==> src/ppt_consts.svh <==
`ifndef PPT_CONSTS_SVH
`define PPT_CONSTS_SVH

// Register byte offsets on the APB
`define PPT_ADDR_W 12
`define PPT_OFF_CTRL 12'h000
`define PPT_OFF_START_TIME 12'h004
`define PPT_OFF_START_DATE 12'h008
`define PPT_OFF_CYCLE 12'h00c
`define PPT_OFF_STATUS 12'h010

// Field positions
`define PPT_MODE_LSB 0
`define PPT_SEC_LSB 0
`define PPT_MIN_LSB 8
`define PPT_HOUR_LSB 16
`define PPT_DAY_LSB 0
`define PPT_WDAY_LSB 8
`define PPT_MONTH_LSB 16
`define PPT_ST_STATE_LSB 0
`define PPT_ST_HOLD_BIT 4
`define PPT_ST_PULSE_BIT 5
`define PPT_ST_CNT_LSB 16

// Field widths
`define PPT_FIELD_W 6
`define PPT_WDAY_W 3
`define PPT_MONTH_W 4
`define PPT_CNT_W 16

// Ranges
`define PPT_MAX_HOUR 6'd23
`define PPT_MAX_MINSEC 6'd59
`define PPT_MAX_MDAY 6'd31
`define PPT_MIN_MDAY 6'd1
`define PPT_MIN_WDAY 3'd1
`define PPT_MAX_WDAY 3'd7
`define PPT_MIN_MONTH 4'd1
`define PPT_MAX_MONTH 4'd12

// Seconds arithmetic for the interval
`define PPT_SECS_W 17
`define PPT_SEC_PER_MIN 17'd60
`define PPT_SEC_PER_HOUR 17'd3600

// Reset values
`define PPT_RST_FIELD 6'd0
`define PPT_RST_DAY 6'd1
`define PPT_RST_WDAY 3'd1
`define PPT_RST_MONTH 4'd1

`endif

==> src/ppt_pkg.sv <==
package ppt_pkg;

  typedef enum logic [2:0] {
    PPT_MODE_MONTHLY,
    PPT_MODE_WEEKLY,
    PPT_MODE_DAILY,
    PPT_MODE_TIME_CYCLE,
    PPT_MODE_RESET_CYCLE
  } ppt_mode_t;

  typedef enum logic [1:0] {
    PPT_ST_STOP,
    PPT_ST_ARMED,
    PPT_ST_RUN
  } ppt_state_t;

endpackage

==> src/ppt_interval.sv <==
`timescale 1ns/1ps
`default_nettype none
`include "ppt_consts.svh"

module ppt_interval #(
  parameter int CNT_W = `PPT_SECS_W
) (
  input wire logic pclk,
  input wire logic presetn,
  input wire logic load,
  input wire logic run,
  input wire logic sec_tick,
  input wire logic [CNT_W-1:0] interval_s,
  output logic expire
);

  logic [CNT_W-1:0] elapsed_reg;
  logic [CNT_W-1:0] elapsed_next;

  assign elapsed_next = elapsed_reg + CNT_W'(1);
  // Zero interval behaves as one second, so the count never runs away
  assign expire = run && sec_tick && !load &&
                  (elapsed_next >= interval_s);

  always_ff @(posedge pclk or negedge presetn) begin
    if (!presetn) begin
      elapsed_reg <= '0;
    end else if (load) begin
      elapsed_reg <= '0;
    end else if (run && sec_tick) begin
      elapsed_reg <= expire ? '0 : elapsed_next;
    end
  end

  a_expire_reload: assert property (@(posedge pclk) disable iff (!presetn)
    expire |=> elapsed_reg == '0)
    else $error("interval did not reload after expiry");

  a_count_step: assert property (@(posedge pclk) disable iff (!presetn)
    run && sec_tick && !load && !expire |=>
    elapsed_reg == $past(elapsed_reg) + CNT_W'(1))
    else $error("interval count did not advance by one second");

endmodule

`default_nettype wire

==> src/ppt_timer.sv <==
`timescale 1ns/1ps
`default_nettype none
`include "ppt_consts.svh"

module ppt_timer
  import ppt_pkg::*;
(
  input wire logic pclk,
  input wire logic presetn,
  input wire logic psel,
  input wire logic penable,
  input wire logic pwrite,
  input wire logic [`PPT_ADDR_W-1:0] paddr,
  input wire logic [31:0] pwdata,
  output logic [31:0] prdata,
  output logic pready,
  output logic pslverr,
  input wire logic scan_tick,
  input wire logic hold_in,
  input wire logic [3:0] rtc_month,
  input wire logic [4:0] rtc_mday,
  input wire logic [4:0] rtc_month_days,
  input wire logic [2:0] rtc_wday,
  input wire logic [4:0] rtc_hour,
  input wire logic [5:0] rtc_min,
  input wire logic [5:0] rtc_sec,
  output logic pulse_out
);

  localparam int FW = `PPT_FIELD_W;

  function automatic logic [FW-1:0] clamp_hi(input logic [FW-1:0] v,
                                             input logic [FW-1:0] lim);
    return (v > lim) ? lim : v;
  endfunction

  function automatic logic [`PPT_SECS_W-1:0] to_seconds(
      input logic [FW-1:0] h, input logic [FW-1:0] m, input logic [FW-1:0] s);
    logic [`PPT_SECS_W-1:0] hs;
    logic [`PPT_SECS_W-1:0] ms;
    hs = `PPT_SECS_W'(h) * `PPT_SEC_PER_HOUR;
    ms = `PPT_SECS_W'(m) * `PPT_SEC_PER_MIN;
    return hs + ms + `PPT_SECS_W'(s);
  endfunction

  ppt_mode_t mode_reg;
  ppt_state_t state_reg;
  logic [FW-1:0] st_sec_reg;
  logic [FW-1:0] st_min_reg;
  logic [FW-1:0] st_hour_reg;
  logic [FW-1:0] st_day_reg;
  logic [`PPT_WDAY_W-1:0] st_wday_reg;
  logic [`PPT_MONTH_W-1:0] st_month_reg;
  logic [FW-1:0] cy_sec_reg;
  logic [FW-1:0] cy_min_reg;
  logic [FW-1:0] cy_hour_reg;
  logic hold_prev_reg;
  logic match_prev_reg;
  logic [5:0] last_sec_reg;
  logic pulse_out_reg;
  logic [`PPT_CNT_W-1:0] pulse_cnt_reg;
  logic [31:0] prdata_reg;

  // APB decode
  logic apb_setup;
  logic apb_access;
  logic apb_wr;
  logic addr_hit;
  logic ctrl_wr;
  logic [31:0] rd_mux;

  assign apb_setup = psel && !penable;
  assign apb_access = psel && penable;
  assign apb_wr = apb_access && pwrite && addr_hit;
  assign ctrl_wr = apb_wr && (paddr == `PPT_OFF_CTRL);

  always_comb begin
    addr_hit = 1'b1;
    rd_mux = 32'h0000_0000;
    case (paddr)
      `PPT_OFF_CTRL:
        rd_mux[`PPT_MODE_LSB +: 3] = mode_reg;
      `PPT_OFF_START_TIME: begin
        rd_mux[`PPT_SEC_LSB +: FW] = st_sec_reg;
        rd_mux[`PPT_MIN_LSB +: FW] = st_min_reg;
        rd_mux[`PPT_HOUR_LSB +: FW] = st_hour_reg;
      end
      `PPT_OFF_START_DATE: begin
        rd_mux[`PPT_DAY_LSB +: FW] = st_day_reg;
        rd_mux[`PPT_WDAY_LSB +: `PPT_WDAY_W] = st_wday_reg;
        rd_mux[`PPT_MONTH_LSB +: `PPT_MONTH_W] = st_month_reg;
      end
      `PPT_OFF_CYCLE: begin
        rd_mux[`PPT_SEC_LSB +: FW] = cy_sec_reg;
        rd_mux[`PPT_MIN_LSB +: FW] = cy_min_reg;
        rd_mux[`PPT_HOUR_LSB +: FW] = cy_hour_reg;
      end
      `PPT_OFF_STATUS: begin
        rd_mux[`PPT_ST_STATE_LSB +: 2] = state_reg;
        rd_mux[`PPT_ST_HOLD_BIT] = hold_prev_reg;
        rd_mux[`PPT_ST_PULSE_BIT] = pulse_out_reg;
        rd_mux[`PPT_ST_CNT_LSB +: `PPT_CNT_W] = pulse_cnt_reg;
      end
      default:
        addr_hit = 1'b0;
    endcase
  end

  // Read data captured in setup so prdata comes from a flop, no wait state
  always_ff @(posedge pclk or negedge presetn) begin
    if (!presetn) begin
      prdata_reg <= 32'h0000_0000;
    end else if (apb_setup) begin
      prdata_reg <= pwrite ? 32'h0000_0000 : rd_mux;
    end
  end

  assign prdata = prdata_reg;
  assign pready = 1'b1;
  assign pslverr = apb_access && !addr_hit;

  // Mode register; unused codes keep the output quiet
  always_ff @(posedge pclk or negedge presetn) begin
    if (!presetn) begin
      mode_reg <= PPT_MODE_MONTHLY;
    end else if (ctrl_wr) begin
      mode_reg <= ppt_mode_t'(pwdata[`PPT_MODE_LSB +: 3]);
    end
  end

  // Configuration fields, clamped into range on write
  always_ff @(posedge pclk or negedge presetn) begin
    if (!presetn) begin
      st_sec_reg <= `PPT_RST_FIELD;
      st_min_reg <= `PPT_RST_FIELD;
      st_hour_reg <= `PPT_RST_FIELD;
    end else if (apb_wr && paddr == `PPT_OFF_START_TIME) begin
      st_sec_reg <= clamp_hi(pwdata[`PPT_SEC_LSB +: FW],
                             `PPT_MAX_MINSEC);
      st_min_reg <= clamp_hi(pwdata[`PPT_MIN_LSB +: FW], `PPT_MAX_MINSEC);
      st_hour_reg <= clamp_hi(pwdata[`PPT_HOUR_LSB +: FW], `PPT_MAX_HOUR);
    end
  end

  always_ff @(posedge pclk or negedge presetn) begin
    if (!presetn) begin
      st_day_reg <= `PPT_RST_DAY;
      st_wday_reg <= `PPT_RST_WDAY;
      st_month_reg <= `PPT_RST_MONTH;
    end else if (apb_wr && paddr == `PPT_OFF_START_DATE) begin
      // Days above the month maximum collapse to it
      if (pwdata[`PPT_DAY_LSB +: FW] < `PPT_MIN_MDAY) begin
        st_day_reg <= `PPT_MIN_MDAY;
      end else begin
        st_day_reg <= clamp_hi(pwdata[`PPT_DAY_LSB +: FW],
                               `PPT_MAX_MDAY);
      end
      if (pwdata[`PPT_WDAY_LSB +: `PPT_WDAY_W] < `PPT_MIN_WDAY) begin
        st_wday_reg <= `PPT_MIN_WDAY;
      end else begin
        st_wday_reg <= pwdata[`PPT_WDAY_LSB +: `PPT_WDAY_W];
      end
      if (pwdata[`PPT_MONTH_LSB +: `PPT_MONTH_W] < `PPT_MIN_MONTH) begin
        st_month_reg <= `PPT_MIN_MONTH;
      end else if (pwdata[`PPT_MONTH_LSB +: `PPT_MONTH_W] >
                   `PPT_MAX_MONTH) begin
        st_month_reg <= `PPT_MAX_MONTH;
      end else begin
        st_month_reg <= pwdata[`PPT_MONTH_LSB +: `PPT_MONTH_W];
      end
    end
  end

  always_ff @(posedge pclk or negedge presetn) begin
    if (!presetn) begin
      cy_sec_reg <= `PPT_RST_FIELD;
      cy_min_reg <= `PPT_RST_FIELD;
      cy_hour_reg <= `PPT_RST_FIELD;
    end else if (apb_wr && paddr == `PPT_OFF_CYCLE) begin
      cy_sec_reg <= clamp_hi(pwdata[`PPT_SEC_LSB +: FW],
                             `PPT_MAX_MINSEC);
      cy_min_reg <= clamp_hi(pwdata[`PPT_MIN_LSB +: FW], `PPT_MAX_MINSEC);
      cy_hour_reg <= clamp_hi(pwdata[`PPT_HOUR_LSB +: FW], `PPT_MAX_HOUR);
    end
  end

  // Schedule matching against the clock inputs
  logic tod_hit;
  logic [FW-1:0] fire_day;
  logic sched_hit;
  logic match_rise;
  logic hold_fall;
  logic sec_tick;
  logic is_calendar;
  logic is_cycle;

  assign tod_hit = ({1'b0, rtc_hour} == st_hour_reg) &&
                   (rtc_min == st_min_reg) && (rtc_sec == st_sec_reg);
  // Short months fire on their last day
  assign fire_day = (st_day_reg > {1'b0, rtc_month_days}) ?
                    {1'b0, rtc_month_days} : st_day_reg;
  assign is_calendar = (mode_reg == PPT_MODE_MONTHLY) ||
                       (mode_reg == PPT_MODE_WEEKLY) ||
                       (mode_reg == PPT_MODE_DAILY);
  assign is_cycle = (mode_reg == PPT_MODE_TIME_CYCLE) ||
                    (mode_reg == PPT_MODE_RESET_CYCLE);

  always_comb begin
    case (mode_reg)
      PPT_MODE_MONTHLY:
        sched_hit = tod_hit && ({1'b0, rtc_mday} == fire_day);
      PPT_MODE_WEEKLY:
        sched_hit = tod_hit && (rtc_wday == st_wday_reg);
      PPT_MODE_DAILY:
        sched_hit = tod_hit;
      PPT_MODE_TIME_CYCLE:
        sched_hit = tod_hit;
      default:
        sched_hit = 1'b0;
    endcase
  end

  // The clock sits on the match for many scans; only its first one counts
  assign match_rise = sched_hit && !match_prev_reg;
  assign hold_fall = hold_prev_reg && !hold_in;
  // Seconds are seen as changes of the clock's second field per scan
  assign sec_tick = scan_tick && (rtc_sec != last_sec_reg);

  always_ff @(posedge pclk or negedge presetn) begin
    if (!presetn) begin
      match_prev_reg <= 1'b0;
      hold_prev_reg <= 1'b0;
      last_sec_reg <= 6'h00;
    end else if (scan_tick) begin
      match_prev_reg <= sched_hit;
      hold_prev_reg <= hold_in;
      last_sec_reg <= rtc_sec;
    end
  end

  logic start_fire;
  logic rc_fire;
  logic cyc_fire;
  logic cal_fire;
  logic fire;
  logic iv_load;
  logic iv_expire;

  assign start_fire = (mode_reg == PPT_MODE_TIME_CYCLE) &&
                      (state_reg != PPT_ST_RUN) && match_rise;
  assign rc_fire = (mode_reg == PPT_MODE_RESET_CYCLE) && hold_fall;
  assign cyc_fire = is_cycle && (state_reg == PPT_ST_RUN) && iv_expire;
  assign cal_fire = is_calendar && match_rise;
  assign fire = scan_tick && !hold_in && !ctrl_wr &&
                (start_fire || rc_fire || cyc_fire || cal_fire);
  assign iv_load = scan_tick && !hold_in && (start_fire || rc_fire);

  ppt_interval #(
    .CNT_W(`PPT_SECS_W)
  ) u_interval (
    .pclk(pclk),
    .presetn(presetn),
    .load(iv_load),
    .run(state_reg == PPT_ST_RUN && !hold_in),
    .sec_tick(sec_tick),
    .interval_s(to_seconds(cy_hour_reg, cy_min_reg, cy_sec_reg)),
    .expire(iv_expire)
  );

  // Sequencer for the two cycle schedules; a mode write restarts it
  always_ff @(posedge pclk or negedge presetn) begin
    if (!presetn) begin
      state_reg <= PPT_ST_STOP;
    end else if (ctrl_wr) begin
      state_reg <= PPT_ST_STOP;
    end else if (scan_tick) begin
      if (hold_in) begin
        state_reg <= PPT_ST_STOP;
      end else begin
        case (mode_reg)
          PPT_MODE_TIME_CYCLE: begin
            if (state_reg == PPT_ST_RUN) begin
              state_reg <= PPT_ST_RUN;
            end else if (match_rise) begin
              state_reg <= PPT_ST_RUN;
            end else begin
              state_reg <= PPT_ST_ARMED;
            end
          end
          PPT_MODE_RESET_CYCLE: begin
            if (hold_fall) begin
              state_reg <= PPT_ST_RUN;
            end
          end
          default:
            state_reg <= PPT_ST_STOP;
        endcase
      end
    end
  end

  // Output changes only on the scan strobe, so it lasts one scan cycle
  always_ff @(posedge pclk or negedge presetn) begin
    if (!presetn) begin
      pulse_out_reg <= 1'b0;
    end else if (scan_tick) begin
      pulse_out_reg <= fire;
    end
  end

  always_ff @(posedge pclk or negedge presetn) begin
    if (!presetn) begin
      pulse_cnt_reg <= '0;
    end else if (fire) begin
      pulse_cnt_reg <= pulse_cnt_reg + `PPT_CNT_W'(1);
    end
  end

  assign pulse_out = pulse_out_reg;

  a_pulse_on_scan: assert property (@(posedge pclk) disable iff (!presetn)
    !$stable(pulse_out) |-> $past(scan_tick))
    else $error("output changed without a scan strobe");

  a_no_cause_low: assert property (@(posedge pclk) disable iff (!presetn)
    scan_tick && !fire |=> !pulse_out)
    else $error("output high without a trigger");

  a_hold_blocks: assert property (@(posedge pclk) disable iff (!presetn)
    scan_tick && hold_in |=> !pulse_out)
    else $error("pulse seen while hold was high");

  a_calendar_fire: assert property (@(posedge pclk) disable iff (!presetn)
    scan_tick && !hold_in && !ctrl_wr && is_calendar && sched_hit &&
    !match_prev_reg |=> pulse_out)
    else $error("calendar match did not pulse");

  a_weekly_gate: assert property (@(posedge pclk) disable iff (!presetn)
    scan_tick && mode_reg == PPT_MODE_WEEKLY && rtc_wday != st_wday_reg
    |=> !pulse_out)
    else $error("weekly pulse on the wrong weekday");

  a_daily_once: assert property (@(posedge pclk) disable iff (!presetn)
    scan_tick && mode_reg == PPT_MODE_DAILY && match_prev_reg
    |=> !pulse_out)
    else $error("daily pulse repeated within the matching second");

  a_short_month: assert property (@(posedge pclk) disable iff (!presetn)
    scan_tick && !hold_in && !ctrl_wr && mode_reg == PPT_MODE_MONTHLY &&
    tod_hit && !match_prev_reg && rtc_mday == rtc_month_days &&
    st_day_reg > {1'b0, rtc_month_days} |=> pulse_out)
    else $error("short month did not fire on its last day");

  a_cycle_stop: assert property (@(posedge pclk) disable iff (!presetn)
    scan_tick && hold_in |=> state_reg == PPT_ST_STOP)
    else $error("hold did not stop the cycle");

  a_rc_start: assert property (@(posedge pclk) disable iff (!presetn)
    scan_tick && !ctrl_wr && mode_reg == PPT_MODE_RESET_CYCLE && hold_fall
    |=> pulse_out && state_reg == PPT_ST_RUN)
    else $error("falling hold did not pulse and start the cycle");

  a_run_persists: assert property (@(posedge pclk) disable iff (!presetn)
    state_reg == PPT_ST_RUN && !hold_in && !ctrl_wr
    |=> state_reg == PPT_ST_RUN)
    else $error("running cycle stopped without hold");

  a_ranges_held: assert property (@(posedge pclk) disable iff (!presetn)
    st_hour_reg <= `PPT_MAX_HOUR && cy_hour_reg <= `PPT_MAX_HOUR &&
    cy_min_reg <= `PPT_MAX_MINSEC && st_sec_reg <= `PPT_MAX_MINSEC)
    else $error("stored time field out of range");

endmodule

`default_nettype wire

==> config.mk <==
export PLATFORM = sky130hd
export DESIGN_NAME = ppt_timer
export DESIGN_NICKNAME = d
export VERILOG_FILES = /design/src/ppt_pkg.sv /design/src/ppt_interval.sv /design/src/ppt_timer.sv
export VERILOG_INCLUDE_DIRS = /design/src
export SDC_FILE = /design/constraint.sdc
export NUM_CORES = 1
export LEC_CHECK = 0
export BUFFER_PORTS_ARGS = -buffer_cell sky130_fd_sc_hd__buf_2
export CORE_MARGIN = 10
export CORE_UTILIZATION = 40
export DETAILED_ROUTE_END_ITERATION = 12
export GPL_TIMING_DRIVEN = 1
export PLACE_DENSITY = 0.64
export SLEW_MARGIN = 20
export SYNTH_ARGS = -nofsm -noshare
export SYNTH_HDL_FRONTEND = slang
export SYNTH_SLANG_ARGS = --single-unit
==> constraint.sdc <==
create_clock -name pclk -period 11 [get_ports pclk]
set_clock_uncertainty 0.15 [all_clocks]
set_input_delay 2.2 -clock pclk [delete_from_list [all_inputs] [get_ports pclk]]
set_output_delay 2.2 -clock pclk [all_outputs]
set_load 0.02 [all_outputs]
==> out/qor.yml <==
status:
  outcome: "finished, final reports clean"
pwr:
  share_clk_of_total_power_pct: 53.2
  power_per_cell_area_mw_per_mm2: 112
  total_switching_power_mw: 0.269
  p_int_mw: 0.857
  leakage_power_nw: 5.09
  power_frac_seq_pct: 41.0
  power.share.switching_pct: 23.9
  worst_ir_drop_vdd_mv: 0.107
  p_comb_share_pct: 5.8
global_routing:
  grt_remaining_overflow: 0
  grt_pass1_vias: 7036
  groute.usage.overall_pct: 16.1
  grt_antenna_before_repair: 0
  largest_net_degree_at_the_start_of_global_routing: 65
  grt_pass1_wl_um: 36900
setup_path:
  worstSetupPathDepth: 26
  critical-path-max-stage-delay_ps: 560
  worst-path-buf-inv: 2
  arrival_ps: 7300
  cp-start-kind: "flip-flop"
  cp_common_cell: "sky130_fd_sc_hd__fa_1"
  timing.critical_path.fanout_max: 15
  cp.required_ps: 11150
  critPathTopFamily: "adder cells"
  worst_path_class_setup: "reg -> reg"
  timing.critical_path.to_type: "flip-flop"
  worstRegToRegCells: 26
  critical-path-slowest-cell: "sky130_fd_sc_hd__fa_1"
sta:
  final_report_setup_violation_count: 0
  layout_worst_path_cycle_share_pct: 64.9
  timing_hold_violations_final: 0
  unrepaired_setup_endpoints_after_global_routing: "false"
  report.final.slew_viol_count: 0
  timing.setup.tns_ps: 0
  worst_slew_pin_slew_ps: 951
  fin_crit_ps: 7140
  maximum_clock_frequency_mhz: 140
  slew_headroom_pct: 36.4
  hold_slack_ps: 327
  worst_slack_ps: 3860
die:
  core_area_sq_mm: 0.0212
  dieArea_sq_mm: 0.0279
  die_h_um: 167
  initial_standard_cell_utilization_of_the_core_pct: 40.8
  io-pin-count: 120
  die_x_um: 167
  placement_rows: 53
routing:
  drt_pre_antenna_iters: 5
  drt_drc_violations_left: 0
  drt-initial-drc-count: 464
  drt.antenna.violating_nets: 0
  viasPerCell: 5.36
  postRouteWirelength_um: 22700
  vias: 7118
  drt-wirelength-per-cell_um: 17.1
logic_synthesis:
  synthesis.area_per_instance_sq_um: 9.08
  ys_types: 68
  synth_warnings: 0
  synth.yosys.seq_area_share_pct: 36.0
  synth_async_sr_flop_share_pct: 100
  synth_edf_count: 0
  synth_seq_cells: 124
  dominantRegCellSynth: "sky130_fd_sc_hd__dfrtp_1"
  synthesis.area_sq_mm: 0.00864
  syn_inst: 952
finish:
  fin_cells: 1328
  antennaDiodeCount: 0
  final_common_cell: "sky130_fd_sc_hd__nand2_1"
  final_net_count: 1216
  areaGrowthSynthToFinish_pct: 15.9
  max_ffs_per_register: 28
  filler_cell_count: 2056
  layout.cell_area.non_filler_sq_mm: 0.0100
  final_cell_mix: "123 x sky130_fd_sc_hd__nand2_1, 121 x sky130_fd_sc_hd__dfrtp_1, 95 x sky130_fd_sc_hd__buf_2"
  final_layout_size_suffix_gt1_share_pct: 15.8
cts:
  clockRootBuffer: "sky130_fd_sc_hd__clkbuf_16"
  count_of_cells_resized_by_post_cts_repair: 0
  holdBufCountCts: 0
  clk_pin_slew_ps: 60
  clock_tree.buffer_depth: 2
  cts_tree: "done"
  cts_inserted_buffers: 17
  clock_tree.htree_level_count: 4
  clock_latency_at_the_later_pin_of_the_worst_skew_pair_ps: 420
  post-cts-setup-buffer-count: 0
  tritoncts_num_sinks: 124
worst_hold_path:
  hold-path-cell-count: 1
  min-delay-path-class: "reg -> reg"
place:
  gp_congestion: 0.889
  hpwlAfterDp_um: 17700
  place.detailed.instances: 1296
  dpl-instance-area_sq_mm: 0.00938
  dp_slack_ps: 3830
  io_buffers: 96
flow_run:
  max_cap_viol_count: 0
-- cells in the mapped netlist, drive strengths merged (4+ instances only) --
library cell / count / area, sq um
or4: 5 / 37.5
o21a: 6 / 45.0
nor4: 12 / 75.1
a21oi: 29 / 145
nand4: 10 / 62.6
nand2b: 22 / 138
nor4b: 5 / 50.0
xor2: 55 / 482
fa: 17 / 340
ha: 74 / 926
and3: 15 / 93.8
o21bai: 5 / 37.5
and2: 11 / 68.8
dfrtp: 121 / 3030
clkbuf: 30 / 113
buf: 7 / 52.6
a22o: 17 / 149
a221oi: 7 / 61.3
mux2: 16 / 180
nand2: 123 / 462
xnor2: 26 / 228
a22oi: 7 / 52.6
o211ai: 8 / 60.1
o21ai: 83 / 415
nand3: 24 / 120
inv: 66 / 248
a222oi: 4 / 40.0
nor2: 60 / 228
a21o: 10 / 75.1
nor3: 16 / 90.1
nor2b: 10 / 62.6
-- worst register-to-register path, stage by stage, from the launching register on --
cell,delay [ps]
sky130_fd_sc_hd__dfrtp_1,490
sky130_fd_sc_hd__fa_1,560
sky130_fd_sc_hd__fa_1,530
sky130_fd_sc_hd__inv_1,70
sky130_fd_sc_hd__fa_1,470
sky130_fd_sc_hd__fa_1,490
sky130_fd_sc_hd__inv_1,40
sky130_fd_sc_hd__ha_1,310
sky130_fd_sc_hd__nor2b_1,130
sky130_fd_sc_hd__o21ai_0,100
sky130_fd_sc_hd__a21oi_1,180
sky130_fd_sc_hd__o21ai_0,120
sky130_fd_sc_hd__a21oi_1,190
sky130_fd_sc_hd__o21ai_0,120
sky130_fd_sc_hd__a21boi_0,270
sky130_fd_sc_hd__nor4_1,80
sky130_fd_sc_hd__a311oi_1,300
sky130_fd_sc_hd__ha_1,280
sky130_fd_sc_hd__and2_1,160
sky130_fd_sc_hd__nand3_1,100
sky130_fd_sc_hd__or3_1,120
sky130_fd_sc_hd__a21oi_1,50
sky130_fd_sc_hd__nor4b_1,500
sky130_fd_sc_hd__o21ai_1,180
sky130_fd_sc_hd__nor2_2,550
sky130_fd_sc_hd__nor2_1,190
sky130_fd_sc_hd__mux2_2,310
-- metrics by stage --
| stage | utilization (%) | power [mW] |
|---|---|---|
| after floorplan | - | 0.501 |
| after global placement | 44.3 | 0.535 |
| after CTS | 47.3 | 1.13 |
| after detailed placement | 44.3 | 0.536 |
| after global routing | 47.3 | 1.16 |
| final | 47.3 | 1.13 |
-- per-layer routing --
| metal | GRT usage (%) | up-vias | part of all wire [%] |
|---|---|---|---|
| li1 | - | 3498 | - |
| met1 | 21.2 | 3385 | 47 |
| met2 | 24.8 | 202 | 45 |
| met3 | 4.28 | 33 | 6.2 |
| met4 | 5.54 | 0 | 2.3 |
| met5 | 0 | - | 0 |
-- power by group through the flow --
stage | clock network [mW] | registers (mW) | logic (mW)
finish | 0.599 | 0.462 | 0.0656
global route | 0.626 | 0.462 | 0.0726
CTS | 0.603 | 0.462 | 0.0660
detailed placement | 0 | 0.470 | 0.0658
global placement | 0 | 0.470 | 0.0654
floorplan | 0 | 0.469 | 0.0320
-- worst paths after layout --
| kind | startpoint | end | slack, ps |
|---|---|---|---|
| worst max-delay path | cy_min_reg[0]$_DFFE_PN0P_ | pulse_cnt_reg[1]$_DFFE_PN0P_ | 3860 |
| worst min-delay path | pulse_cnt_reg[15]$_DFFE_PN0P_ | pulse_cnt_reg[15]$_DFFE_PN0P_ | 330 |
| worst max register to register | cy_min_reg[0]$_DFFE_PN0P_ | pulse_cnt_reg[1]$_DFFE_PN0P_ | 3860 |
| worst min register to register | pulse_cnt_reg[15]$_DFFE_PN0P_ | pulse_cnt_reg[15]$_DFFE_PN0P_ | 330 |
| max in group asynchronous | presetn | prdata[27]$_DFFE_PN0P_ | 7680 |
| min in group asynchronous | presetn | cy_min_reg[5]$_DFFE_PN0P_ | 1700 |
-- kinds of logic after synthesis --
family                     count (synthesis)  share of synthesized area (%)
other                                      2                         0.0869
xor gates and xnor gates                  81                           8.21
AOI/OAI and AO/OA                        205                           15.3
muxes                                     19                           2.43
and+or+nand+nor                          327                           18.5
buffers and inverters                    103                           4.78
DFF                                      124                           36.0
adders and majority gates                 91                           14.7
-- layout make-up --
cell class	count	area, sq um	area share, %
well taps	275	344	3.44
clock buffers	19	453	4.52
multi-input cells	728	5150	51.4
repair buffers	103	536	5.35
flip-flops and latches	124	3110	31.0
clock inverters	13	175	1.75
inverters	66	248	2.47
No activity file was read; power rests on OpenSTA's default activity.
